===== src/rtl/dac_mux_pkg.sv =====
// Purpose: shared constants and types for the dual port dac input mux
// Assumes: one clock that stands for the 2x output update clock
// Notes: both ends and the link interface import this package
package dac_mux_pkg;
   localparam int CODE_W = 10;
   localparam logic [CODE_W-1:0] CODE_MAX = 10'h3FF;
   localparam logic [CODE_W-1:0] CODE_RESET = 10'h000;
   // strap pair {high, low} with the multiplier disabled
   typedef enum logic [1:0] {
      MODE_INTERLEAVE = 2'h0,
      MODE_PORT_A = 2'h1,
      MODE_PORT_B = 2'h2,
      MODE_INVALID = 2'h3
   } input_mode_t;
   // range prescaler shift per strap code with the multiplier active
   localparam logic [1:0] RANGE_RANGE_STRAP_HIGH = 2'h0;
   localparam logic [3:0] PRESCALE_ONE = 4'h1;
   // lock detector settle time, in 2x clock cycles before prescaling
   localparam int LOCK_BASE_CYCLES = 16;
   localparam int LOCK_CNT_W = 8;
   // length of the divider alignment pulse from the source
   localparam int SYNC_PULSE_CYCLES = 2;
   localparam int BUF_DEPTH = 2;
endpackage


===== src/rtl/dac_link_if.sv =====
// Purpose: pin level link between the sample source and the dac mux
// Assumes: both ends run on the same clock
// Notes: words move with valid and ready; straps are plain levels
`timescale 1ns/1ps
interface dac_link_if;
   import dac_mux_pkg::*;
   logic [CODE_W-1:0] port_a; // data_msb is bit 9, data_lsb bit 0
   logic [CODE_W-1:0] port_b;
   logic word_valid;
   logic word_ready;
   logic multiplier_supply_strap;
   logic range_strap_high;
   logic range_strap_low;
   logic sync_reset;
   logic lock_or_half_clock_out;
   modport dac (
      input port_a, port_b, word_valid, multiplier_supply_strap,
      input range_strap_high, range_strap_low, sync_reset,
      output word_ready, lock_or_half_clock_out
   );
   modport source (
      output port_a, port_b, word_valid, multiplier_supply_strap,
      output range_strap_high, range_strap_low, sync_reset,
      input word_ready, lock_or_half_clock_out
   );
endinterface


===== src/rtl/dac_input_mux.sv =====
// Purpose: dac side input latches, interleave mux and divider control
// Assumes: CORE_CLK_IN is the 2x update clock; link on the same clock
// Notes: a two entry buffer feeds the input latches one pair per 1x tick
`timescale 1ns/1ps
// Functional notes
// - multiplier on, both ports captured each tick
// - same edge, old second port to output
// - half period later, first port to output
// - update instants made internally, duty independent
// - supply strap low disables multiplier, straps mux
// - source clocks at full update rate
// - straps 00 both, 01 first, 10 second
// - disabled interleave divides 2x clock by two
// - delayed 1x clock shown on lock pin
// - source changes data on 1x-aligned edge
// - reset pulse forces lock pin 1x high
// - low next edge, high plus load after
// - reset release away from clock edge
// - single port loads selected latch only
// - single port output one clock later
// - unsigned code, complement is 1023 minus code
// - multiplier on, reset ignored, lock pin locked
// - ten bit straight binary, msb highest pin
// - multiplier on, straps pick prescale 1..8
module dac_input_mux #(
   parameter int LOCK_CYCLES = dac_mux_pkg::LOCK_BASE_CYCLES
) (
   input wire logic CORE_CLK_IN,
   input wire logic RST_IN,
   input wire logic CE_IN,
   dac_link_if.dac LINK,
   output logic [dac_mux_pkg::CODE_W-1:0] CODE_OUT,
   output logic [dac_mux_pkg::CODE_W-1:0] CODE_N_OUT,
   output logic [3:0] PRESCALE_OUT,
   output logic MODE_INVALID_OUT,
   output logic UNDERRUN_OUT
);
   import dac_mux_pkg::*;

   //----------------------------------------------------------------
   // mode decode
   //----------------------------------------------------------------
   logic mult_on;
   input_mode_t mode;
   logic [1:0] straps;
   assign mult_on = LINK.multiplier_supply_strap;
   assign straps = {LINK.range_strap_high, LINK.range_strap_low};
   assign mode = input_mode_t'(straps);

   // complement of the code; used for the reset value and every update
   function automatic logic [CODE_W-1:0] complement(input logic [CODE_W-1:0] c);
      complement = CODE_MAX - c;
   endfunction

   //----------------------------------------------------------------
   // 1x phase generator
   //----------------------------------------------------------------
   // half_clk high means the next edge is the second half of a 1x period;
   // a low half_clk marks the edge that loads the input latches
   logic half_clk;
   logic load_tick;
   logic mid_tick;
   logic sync_active;
   assign sync_active = ~mult_on & LINK.sync_reset;
   assign load_tick = ~half_clk & ~sync_active;
   assign mid_tick = half_clk & ~sync_active;

   // free toggle gives fixed half period spacing whatever the input duty
   always_ff @(posedge CORE_CLK_IN) begin
      if (RST_IN) begin
         half_clk <= 1'b1;
      end else if (CE_IN) begin
         if (sync_active) begin
            half_clk <= 1'b1;
         end else begin
            half_clk <= ~half_clk;
         end
      end
   end

   //----------------------------------------------------------------
   // two entry word buffer
   //----------------------------------------------------------------
   logic [2*CODE_W-1:0] buf_mem [BUF_DEPTH];
   logic buf_wr_ptr;
   logic buf_rd_ptr;
   logic [1:0] buf_count;
   logic buf_push;
   logic buf_pop;
   logic buf_has;
   logic consume;
   logic [2*CODE_W-1:0] buf_head;
   assign buf_has = (buf_count != 2'h0);
   assign buf_head = buf_mem[buf_rd_ptr];
   // only a load edge drains, so a slow divider really fills the buffer
   assign consume = load_tick & (mult_on | (mode != MODE_INVALID));
   assign buf_pop = consume & buf_has;
   assign buf_push = LINK.word_valid & LINK.word_ready;

   always_ff @(posedge CORE_CLK_IN) begin
      if (CE_IN && buf_push) begin
         buf_mem[buf_wr_ptr] <= {LINK.port_b, LINK.port_a};
      end
   end

   always_ff @(posedge CORE_CLK_IN) begin
      if (RST_IN) begin
         buf_wr_ptr <= 1'b0;
         buf_rd_ptr <= 1'b0;
         buf_count <= 2'h0;
      end else if (CE_IN) begin
         if (buf_push) begin
            buf_wr_ptr <= ~buf_wr_ptr;
         end
         if (buf_pop) begin
            buf_rd_ptr <= ~buf_rd_ptr;
         end
         buf_count <= buf_count + {1'b0, buf_push} - {1'b0, buf_pop};
      end
   end

   // ready is registered: it looks ahead at the count after this edge
   always_ff @(posedge CORE_CLK_IN) begin
      if (RST_IN) begin
         LINK.word_ready <= 1'b0;
      end else if (CE_IN) begin
         LINK.word_ready <= (buf_count + {1'b0, buf_push} - {1'b0, buf_pop})
            < 2'(BUF_DEPTH);
      end
   end

   //----------------------------------------------------------------
   // input latches
   //----------------------------------------------------------------
   logic [CODE_W-1:0] latch_a;
   logic [CODE_W-1:0] latch_b;
   logic load_a;
   logic load_b;
   assign load_a = buf_pop & (mult_on | (mode != MODE_PORT_B));
   assign load_b = buf_pop & (mult_on | (mode != MODE_PORT_A));

   always_ff @(posedge CORE_CLK_IN) begin
      if (RST_IN) begin
         latch_a <= CODE_RESET;
         latch_b <= CODE_RESET;
      end else if (CE_IN) begin
         if (load_a) begin
            latch_a <= buf_head[CODE_W-1:0];
         end
         if (load_b) begin
            latch_b <= buf_head[2*CODE_W-1:CODE_W];
         end
      end
   end

   //----------------------------------------------------------------
   // output latch
   //----------------------------------------------------------------
   // the output takes the latch contents from before this edge's load,
   // which gives the one tick of double buffering
   logic [CODE_W-1:0] next_code;
   logic next_update;
   always_comb begin
      next_code = CODE_OUT;
      next_update = 1'b0;
      if (mult_on || mode == MODE_INTERLEAVE) begin
         if (load_tick) begin
            next_code = latch_b;
            next_update = 1'b1;
         end else if (mid_tick) begin
            next_code = latch_a;
            next_update = 1'b1;
         end
      end else if (load_tick) begin
         unique case (mode)
            MODE_PORT_A: begin
               next_code = latch_a;
               next_update = 1'b1;
            end
            MODE_PORT_B: begin
               next_code = latch_b;
               next_update = 1'b1;
            end
            default: begin
               next_update = 1'b0; // invalid straps hold the output
            end
         endcase
      end
   end

   always_ff @(posedge CORE_CLK_IN) begin
      if (RST_IN) begin
         CODE_OUT <= CODE_RESET;
         CODE_N_OUT <= complement(CODE_RESET);
      end else if (CE_IN && next_update) begin
         CODE_OUT <= next_code;
         CODE_N_OUT <= complement(next_code);
      end
   end

   //----------------------------------------------------------------
   // lock pin, prescaler and status
   //----------------------------------------------------------------
   logic [LOCK_CNT_W-1:0] lock_cnt;
   logic [LOCK_CNT_W-1:0] lock_target;
   logic [1:0] range_q;
   // lower input ranges take proportionally longer to settle
   assign lock_target = LOCK_CNT_W'(LOCK_CYCLES) << straps;

   // a strap change while active restarts the lock count
   always_ff @(posedge CORE_CLK_IN) begin
      if (RST_IN) begin
         lock_cnt <= '0;
         range_q <= RANGE_RANGE_STRAP_HIGH;
      end else if (CE_IN) begin
         range_q <= straps;
         if (!mult_on || range_q != straps) begin
            lock_cnt <= '0;
         end else if (lock_cnt != lock_target) begin
            lock_cnt <= lock_cnt + 1'b1;
         end
      end
   end

   // disabled: one flop behind half_clk stands for the pin delay
   always_ff @(posedge CORE_CLK_IN) begin
      if (RST_IN) begin
         LINK.lock_or_half_clock_out <= 1'b0;
      end else if (CE_IN) begin
         if (mult_on) begin
            LINK.lock_or_half_clock_out <= (lock_cnt == lock_target);
         end else begin
            LINK.lock_or_half_clock_out <= ~half_clk | sync_active;
         end
      end
   end

   always_ff @(posedge CORE_CLK_IN) begin
      if (RST_IN) begin
         PRESCALE_OUT <= PRESCALE_ONE;
         MODE_INVALID_OUT <= 1'b0;
         UNDERRUN_OUT <= 1'b0;
      end else if (CE_IN) begin
         PRESCALE_OUT <= mult_on ? (PRESCALE_ONE << straps) : PRESCALE_ONE;
         MODE_INVALID_OUT <= ~mult_on & (mode == MODE_INVALID);
         UNDERRUN_OUT <= consume & ~buf_has;
      end
   end
endmodule


===== src/flat_wrapper.sv =====
// flat-port wrapper written by rule: the top's interface ports become plain ports
module dac_input_mux_flat import dac_mux_pkg::*;
#(
   parameter int LOCK_CYCLES = dac_mux_pkg::LOCK_BASE_CYCLES
)
  (CORE_CLK_IN, RST_IN, CE_IN, CODE_OUT, CODE_N_OUT, PRESCALE_OUT, MODE_INVALID_OUT, UNDERRUN_OUT, LINK_port_a, LINK_port_b, LINK_word_valid, LINK_multiplier_supply_strap, LINK_range_strap_high, LINK_range_strap_low, LINK_sync_reset, LINK_word_ready, LINK_lock_or_half_clock_out);
  dac_link_if LINK_i ();
  input wire logic CORE_CLK_IN;
  input wire logic RST_IN;
  input wire logic CE_IN;
  output logic [dac_mux_pkg::CODE_W-1:0] CODE_OUT;
  output logic [dac_mux_pkg::CODE_W-1:0] CODE_N_OUT;
  output logic [3:0] PRESCALE_OUT;
  output logic MODE_INVALID_OUT;
  output logic UNDERRUN_OUT;
  input wire logic [$bits(LINK_i.port_a)-1:0] LINK_port_a;
  input wire logic [$bits(LINK_i.port_b)-1:0] LINK_port_b;
  input wire logic [$bits(LINK_i.word_valid)-1:0] LINK_word_valid;
  input wire logic [$bits(LINK_i.multiplier_supply_strap)-1:0] LINK_multiplier_supply_strap;
  input wire logic [$bits(LINK_i.range_strap_high)-1:0] LINK_range_strap_high;
  input wire logic [$bits(LINK_i.range_strap_low)-1:0] LINK_range_strap_low;
  input wire logic [$bits(LINK_i.sync_reset)-1:0] LINK_sync_reset;
  output wire logic [$bits(LINK_i.word_ready)-1:0] LINK_word_ready;
  output wire logic [$bits(LINK_i.lock_or_half_clock_out)-1:0] LINK_lock_or_half_clock_out;
  assign LINK_i.port_a = LINK_port_a;
  assign LINK_i.port_b = LINK_port_b;
  assign LINK_i.word_valid = LINK_word_valid;
  assign LINK_i.multiplier_supply_strap = LINK_multiplier_supply_strap;
  assign LINK_i.range_strap_high = LINK_range_strap_high;
  assign LINK_i.range_strap_low = LINK_range_strap_low;
  assign LINK_i.sync_reset = LINK_sync_reset;
  assign LINK_word_ready = LINK_i.word_ready;
  assign LINK_lock_or_half_clock_out = LINK_i.lock_or_half_clock_out;
  dac_input_mux #(.LOCK_CYCLES(LOCK_CYCLES)) u_core (.CORE_CLK_IN(CORE_CLK_IN), .RST_IN(RST_IN), .CE_IN(CE_IN), .LINK(LINK_i), .CODE_OUT(CODE_OUT), .CODE_N_OUT(CODE_N_OUT), .PRESCALE_OUT(PRESCALE_OUT), .MODE_INVALID_OUT(MODE_INVALID_OUT), .UNDERRUN_OUT(UNDERRUN_OUT));
endmodule

===== config.mk =====
export PLATFORM = sky130hd
export DESIGN_NAME = dac_input_mux_flat
export DESIGN_NICKNAME = d
export VERILOG_FILES = /design/src/rtl/dac_mux_pkg.sv /design/src/rtl/dac_link_if.sv /design/src/rtl/dac_input_mux.sv /design/src/flat_wrapper.sv
export SDC_FILE = /design/constraint.sdc
export NUM_CORES = 1
export LEC_CHECK = 0
export BUFFER_PORTS_ARGS = -buffer_cell sky130_fd_sc_hd__buf_4
export CAP_MARGIN = 5
export CORE_MARGIN = 4
export CORE_UTILIZATION = 50
export CTS_BUF_LIST = sky130_fd_sc_hd__clkbuf_16
export CTS_CLUSTER_DIAMETER = 80
export DETAILED_ROUTE_END_ITERATION = 16
export GPL_TIMING_DRIVEN = 0
export PLACE_DENSITY_LB_ADDON = 0.15
export SETUP_SLACK_MARGIN = 0.5
export SLEW_MARGIN = 20
export SYNTH_ARGS = -nofsm -noshare
export SYNTH_HDL_FRONTEND = slang
export SYNTH_SLANG_ARGS = --single-unit

===== constraint.sdc =====
create_clock -name CORE_CLK_IN -period 3.03 [get_ports CORE_CLK_IN]
set_clock_uncertainty 0.15 [all_clocks]
set_input_delay 0.4545 -clock CORE_CLK_IN [delete_from_list [all_inputs] [get_ports CORE_CLK_IN]]
set_output_delay 0.4545 -clock CORE_CLK_IN [all_outputs]
set_load 0.05 [all_outputs]

==> metrics.csv <==
metric;value;unit
die_area;0.0101;mm2
status;completed;
nFillCells;679;
ys_ff_latch;104;
initial_utilization;51.8;%
yosysWarnings;0;
drt_iter0_markers;154;
numCtsBuffers;9;
cts_setup_buffers;0;
grt.overflow.total;0;
critPathMaxStageDelay;470;ps
syn_to_final_growth;19.4;%
slew_viol_final;0;
rsz0062_at_grt;false;
use_met3;3.53;%
drive_gt1_share;17.5;%
crit_chain;buf_2 > clkbuf_4 > nor3_1 > ha_1 > inv_1 > ha_1 > xnor2_1 > xnor2_1 > a211oi_1;
yosysTopAreaCell;dfxtp_1;
syn-cell-area;0.00427;mm2
post-synth-top-area-fraction;30.0;%
post-route-period-util;79.8;%
die_x;100;um
cts.sinks;104;
gp_congestion;0.853;
fin_ws;613;ps
io_pins;56;
max_freq;0.414;GHz
fin_crit;2420;ps
tns;0;ps
slew-limit-headroom;43.1;%
cp-start-kind;register;
drc_errors;0;
hold_path_class;in -> reg;
vias;3116;
synth_cells;391;
grt_util_met2;30.2;%
yosys-top-cells-area;dfxtp_1 30%, edfxtp_1 28%, a211oi_1 5.4%, mux2i_1 5.4%, nor2_1 4.9%;
core;0.00826;mm2
grt_antenna_before_repair;0;
routedWlPerCell;15.4;um
synth.distinct_cells;44;
setup_viol;0;
tritoncts;done;
synth_edf_count;40;
worst_path_max_delay_cell;dfxtp_1;
placementRows;33;
final_area;0.00510;mm2
place_area;0.00484;mm2
critPathMaxFanout;10;
power;2.88;mW
p_per_area;565;mW/mm2
h-tree-depth;3;
drt-pass1-iter-count;4;
grt_busiest_layer;met2;
seq_area;0.00248;mm2
grt_pass1_vias;3075;
hpwl;6.53;mm
finalNetCount;494;
path_clk_slew;70;ps
critPathKind;reg -> reg;
syn_avg_cell_area;10.9;um2
grtUsageTotal;18.8;%
via_per_inst;5.49;
maxCapViolCount;0;
async_flop_share;0;%
multi_input_area;0.00167;mm2
worstMarginPinSlew;846;ps
clk_latency;340;ps
p_leak;1.87;nW
insertedDiodeCount;0;
synth-main-ff-cell;dfxtp_1;
crit_required;3120;ps
die_h;100;um
drt_wl_total;8.74;mm
grt_max_degree;21;
vdd_drop_max;0.396;mV
io_buffers;55;
syn-num-nets;427;
grt_pass1_wl;14.9;mm
place_ws;165;ps
finalHoldViolCount;0;
endpoint_kind;register;
clock-root-buffer;clkbuf_16;
hold_buffers;0;
worstPathArrival;2510;ps
ys_seq_area_share;58.1;%
clockBufferDepth;2;
ant_nets;0;
use_met1;25.3;%
==> cells in the final DEF (no fill, tap or decap), drive strengths merged, types with 2 or more instances in the layout <==
master,n
nand4,3
dfxtp,64
o22ai,5
a211o,5
o21ai,3
a2bb2oi,4
a21o,7
edfxtp,40
inv,10
a211oi,31
xnor2,4
nor2,56
nand3,7
mux2i,23
nand2b,3
a21oi,21
xor2,12
clkbuf,22
and3,2
ha,8
clkinv,5
nor3,8
a221oi,6
nor2b,8
or3,7
buf,64
a22oi,4
nand2,18
==> registers in the layout (all words and copies together), names as in the netlist, named ones only <==
signal,cells
u_core.latch_b,10
u_core.buf_count,2
u_core.latch_a,10
u_core.LINK.lock_or_half_clock_out,1
u_core.range_q,2
u_core.buf_rd_ptr,1
u_core.MODE_INVALID_OUT,1
u_core.CODE_OUT,10
u_core.PRESCALE_OUT,4
u_core.lock_cnt,8
u_core.half_clk,1
u_core.CODE_N_OUT,10
u_core.LINK.word_ready,1
u_core.buf_mem,40
u_core.buf_wr_ptr,1
u_core.UNDERRUN_OUT,1
==> Yosys cell counts (all sizes together) (2+ instances only) <==
cell type  instances
nand4              3
ha                 8
a21o               7
inv                9
a221oi             6
dfxtp             64
o21ai              3
mux2i             23
and3               2
buf                9
xnor2              4
nor2              56
edfxtp            40
nor2b              8
xor2              12
nand3              7
a21oi             21
or3                7
a2bb2oi            4
clkbuf            12
a211o              5
a22oi              4
nor3               8
a211oi            31
o22ai              5
nand2             18
nand2b             3
==> power by group <==
group | internal, mW | total [mW] | switching, mW
sequential | 1.49 | 1.52 | 0.0255
combinational | 0.120 | 0.339 | 0.218
clock | 0.548 | 1.03 | 0.479
total | 2.16 | 2.88 | 0.723
==> critical path: cells and delay by family, from the launching register on <==
| kind | cells | cell delay (ps) |
|---|---|---|
| buf+inv | 3 | 540 |
| fa+ha+maj | 2 | 470 |
| xor+xnor | 2 | 350 |
| simple gates | 1 | 80 |
| flops | 1 | 470 |
| compound gates | 1 | 260 |
==> routing by layer <==
metal  wire (um)  vias up
met5           0        -
met4         167        0
met3         419       13
met2        4120       78
met1        4030     1465
li1            -     1560
==> stage by stage <==
stage / std cells / util [%] / hold WS (ps)
final: 568 / 61.8 / 145
after global routing: 568 / 61.8 / 139
after CTS: 568 / 61.8 / 139
after detailed placement: 552 / 58.6 / 299
after global placement: 551 / 58.3 / 287
after floorplan: 391 / - / 312
==> kinds of logic after synthesis <==
logic type,share of synthesized area [%]
and+or+nand+nor,13.0
DFF,58.1
AOI/OAI and AO/OA,14.8
buffers and inverters,2.84
muxes,5.65
xor gates and xnor gates,3.28
adders and majority gates,2.34
==> area by class of cell <==
| cell class | count | area share (%) |
|---|---|---|
| Buffer | 21 | 1.79 |
| Inverter | 9 | 0.662 |
| Tap cell | 105 | 2.57 |
| Clock buffer | 9 | 4.41 |
| Clock inverter | 7 | 0.735 |
| Timing Repair Buffer | 56 | 8.38 |
| Sequential cell | 104 | 48.6 |
| Multi-Input combinational cell | 257 | 32.8 |
==> worst paths after layout <==
| kind | startpoint | slack, ps | depth (start not counted) | to |
|---|---|---|---|---|
| worst max-delay path | u_core.half_clk | 610 | 9 | u_core.LINK.word_ready |
| worst min-delay path | LINK_port_b[7] | 150 | 1 | u_core.buf_mem[1][17] |
| worst max register to register | u_core.half_clk | 610 | 9 | u_core.LINK.word_ready |
| worst min register to register | u_core.CODE_N_OUT[6] | 310 | 1 | u_core.CODE_N_OUT[6] |
==> repair_timing <==
action	4_1_cts	5_1_grt
resized for setup	1	2
endpoints found under the setup margin	2	22
hold endpoints to repair	0	0
(Power assumes the default switching activity.)
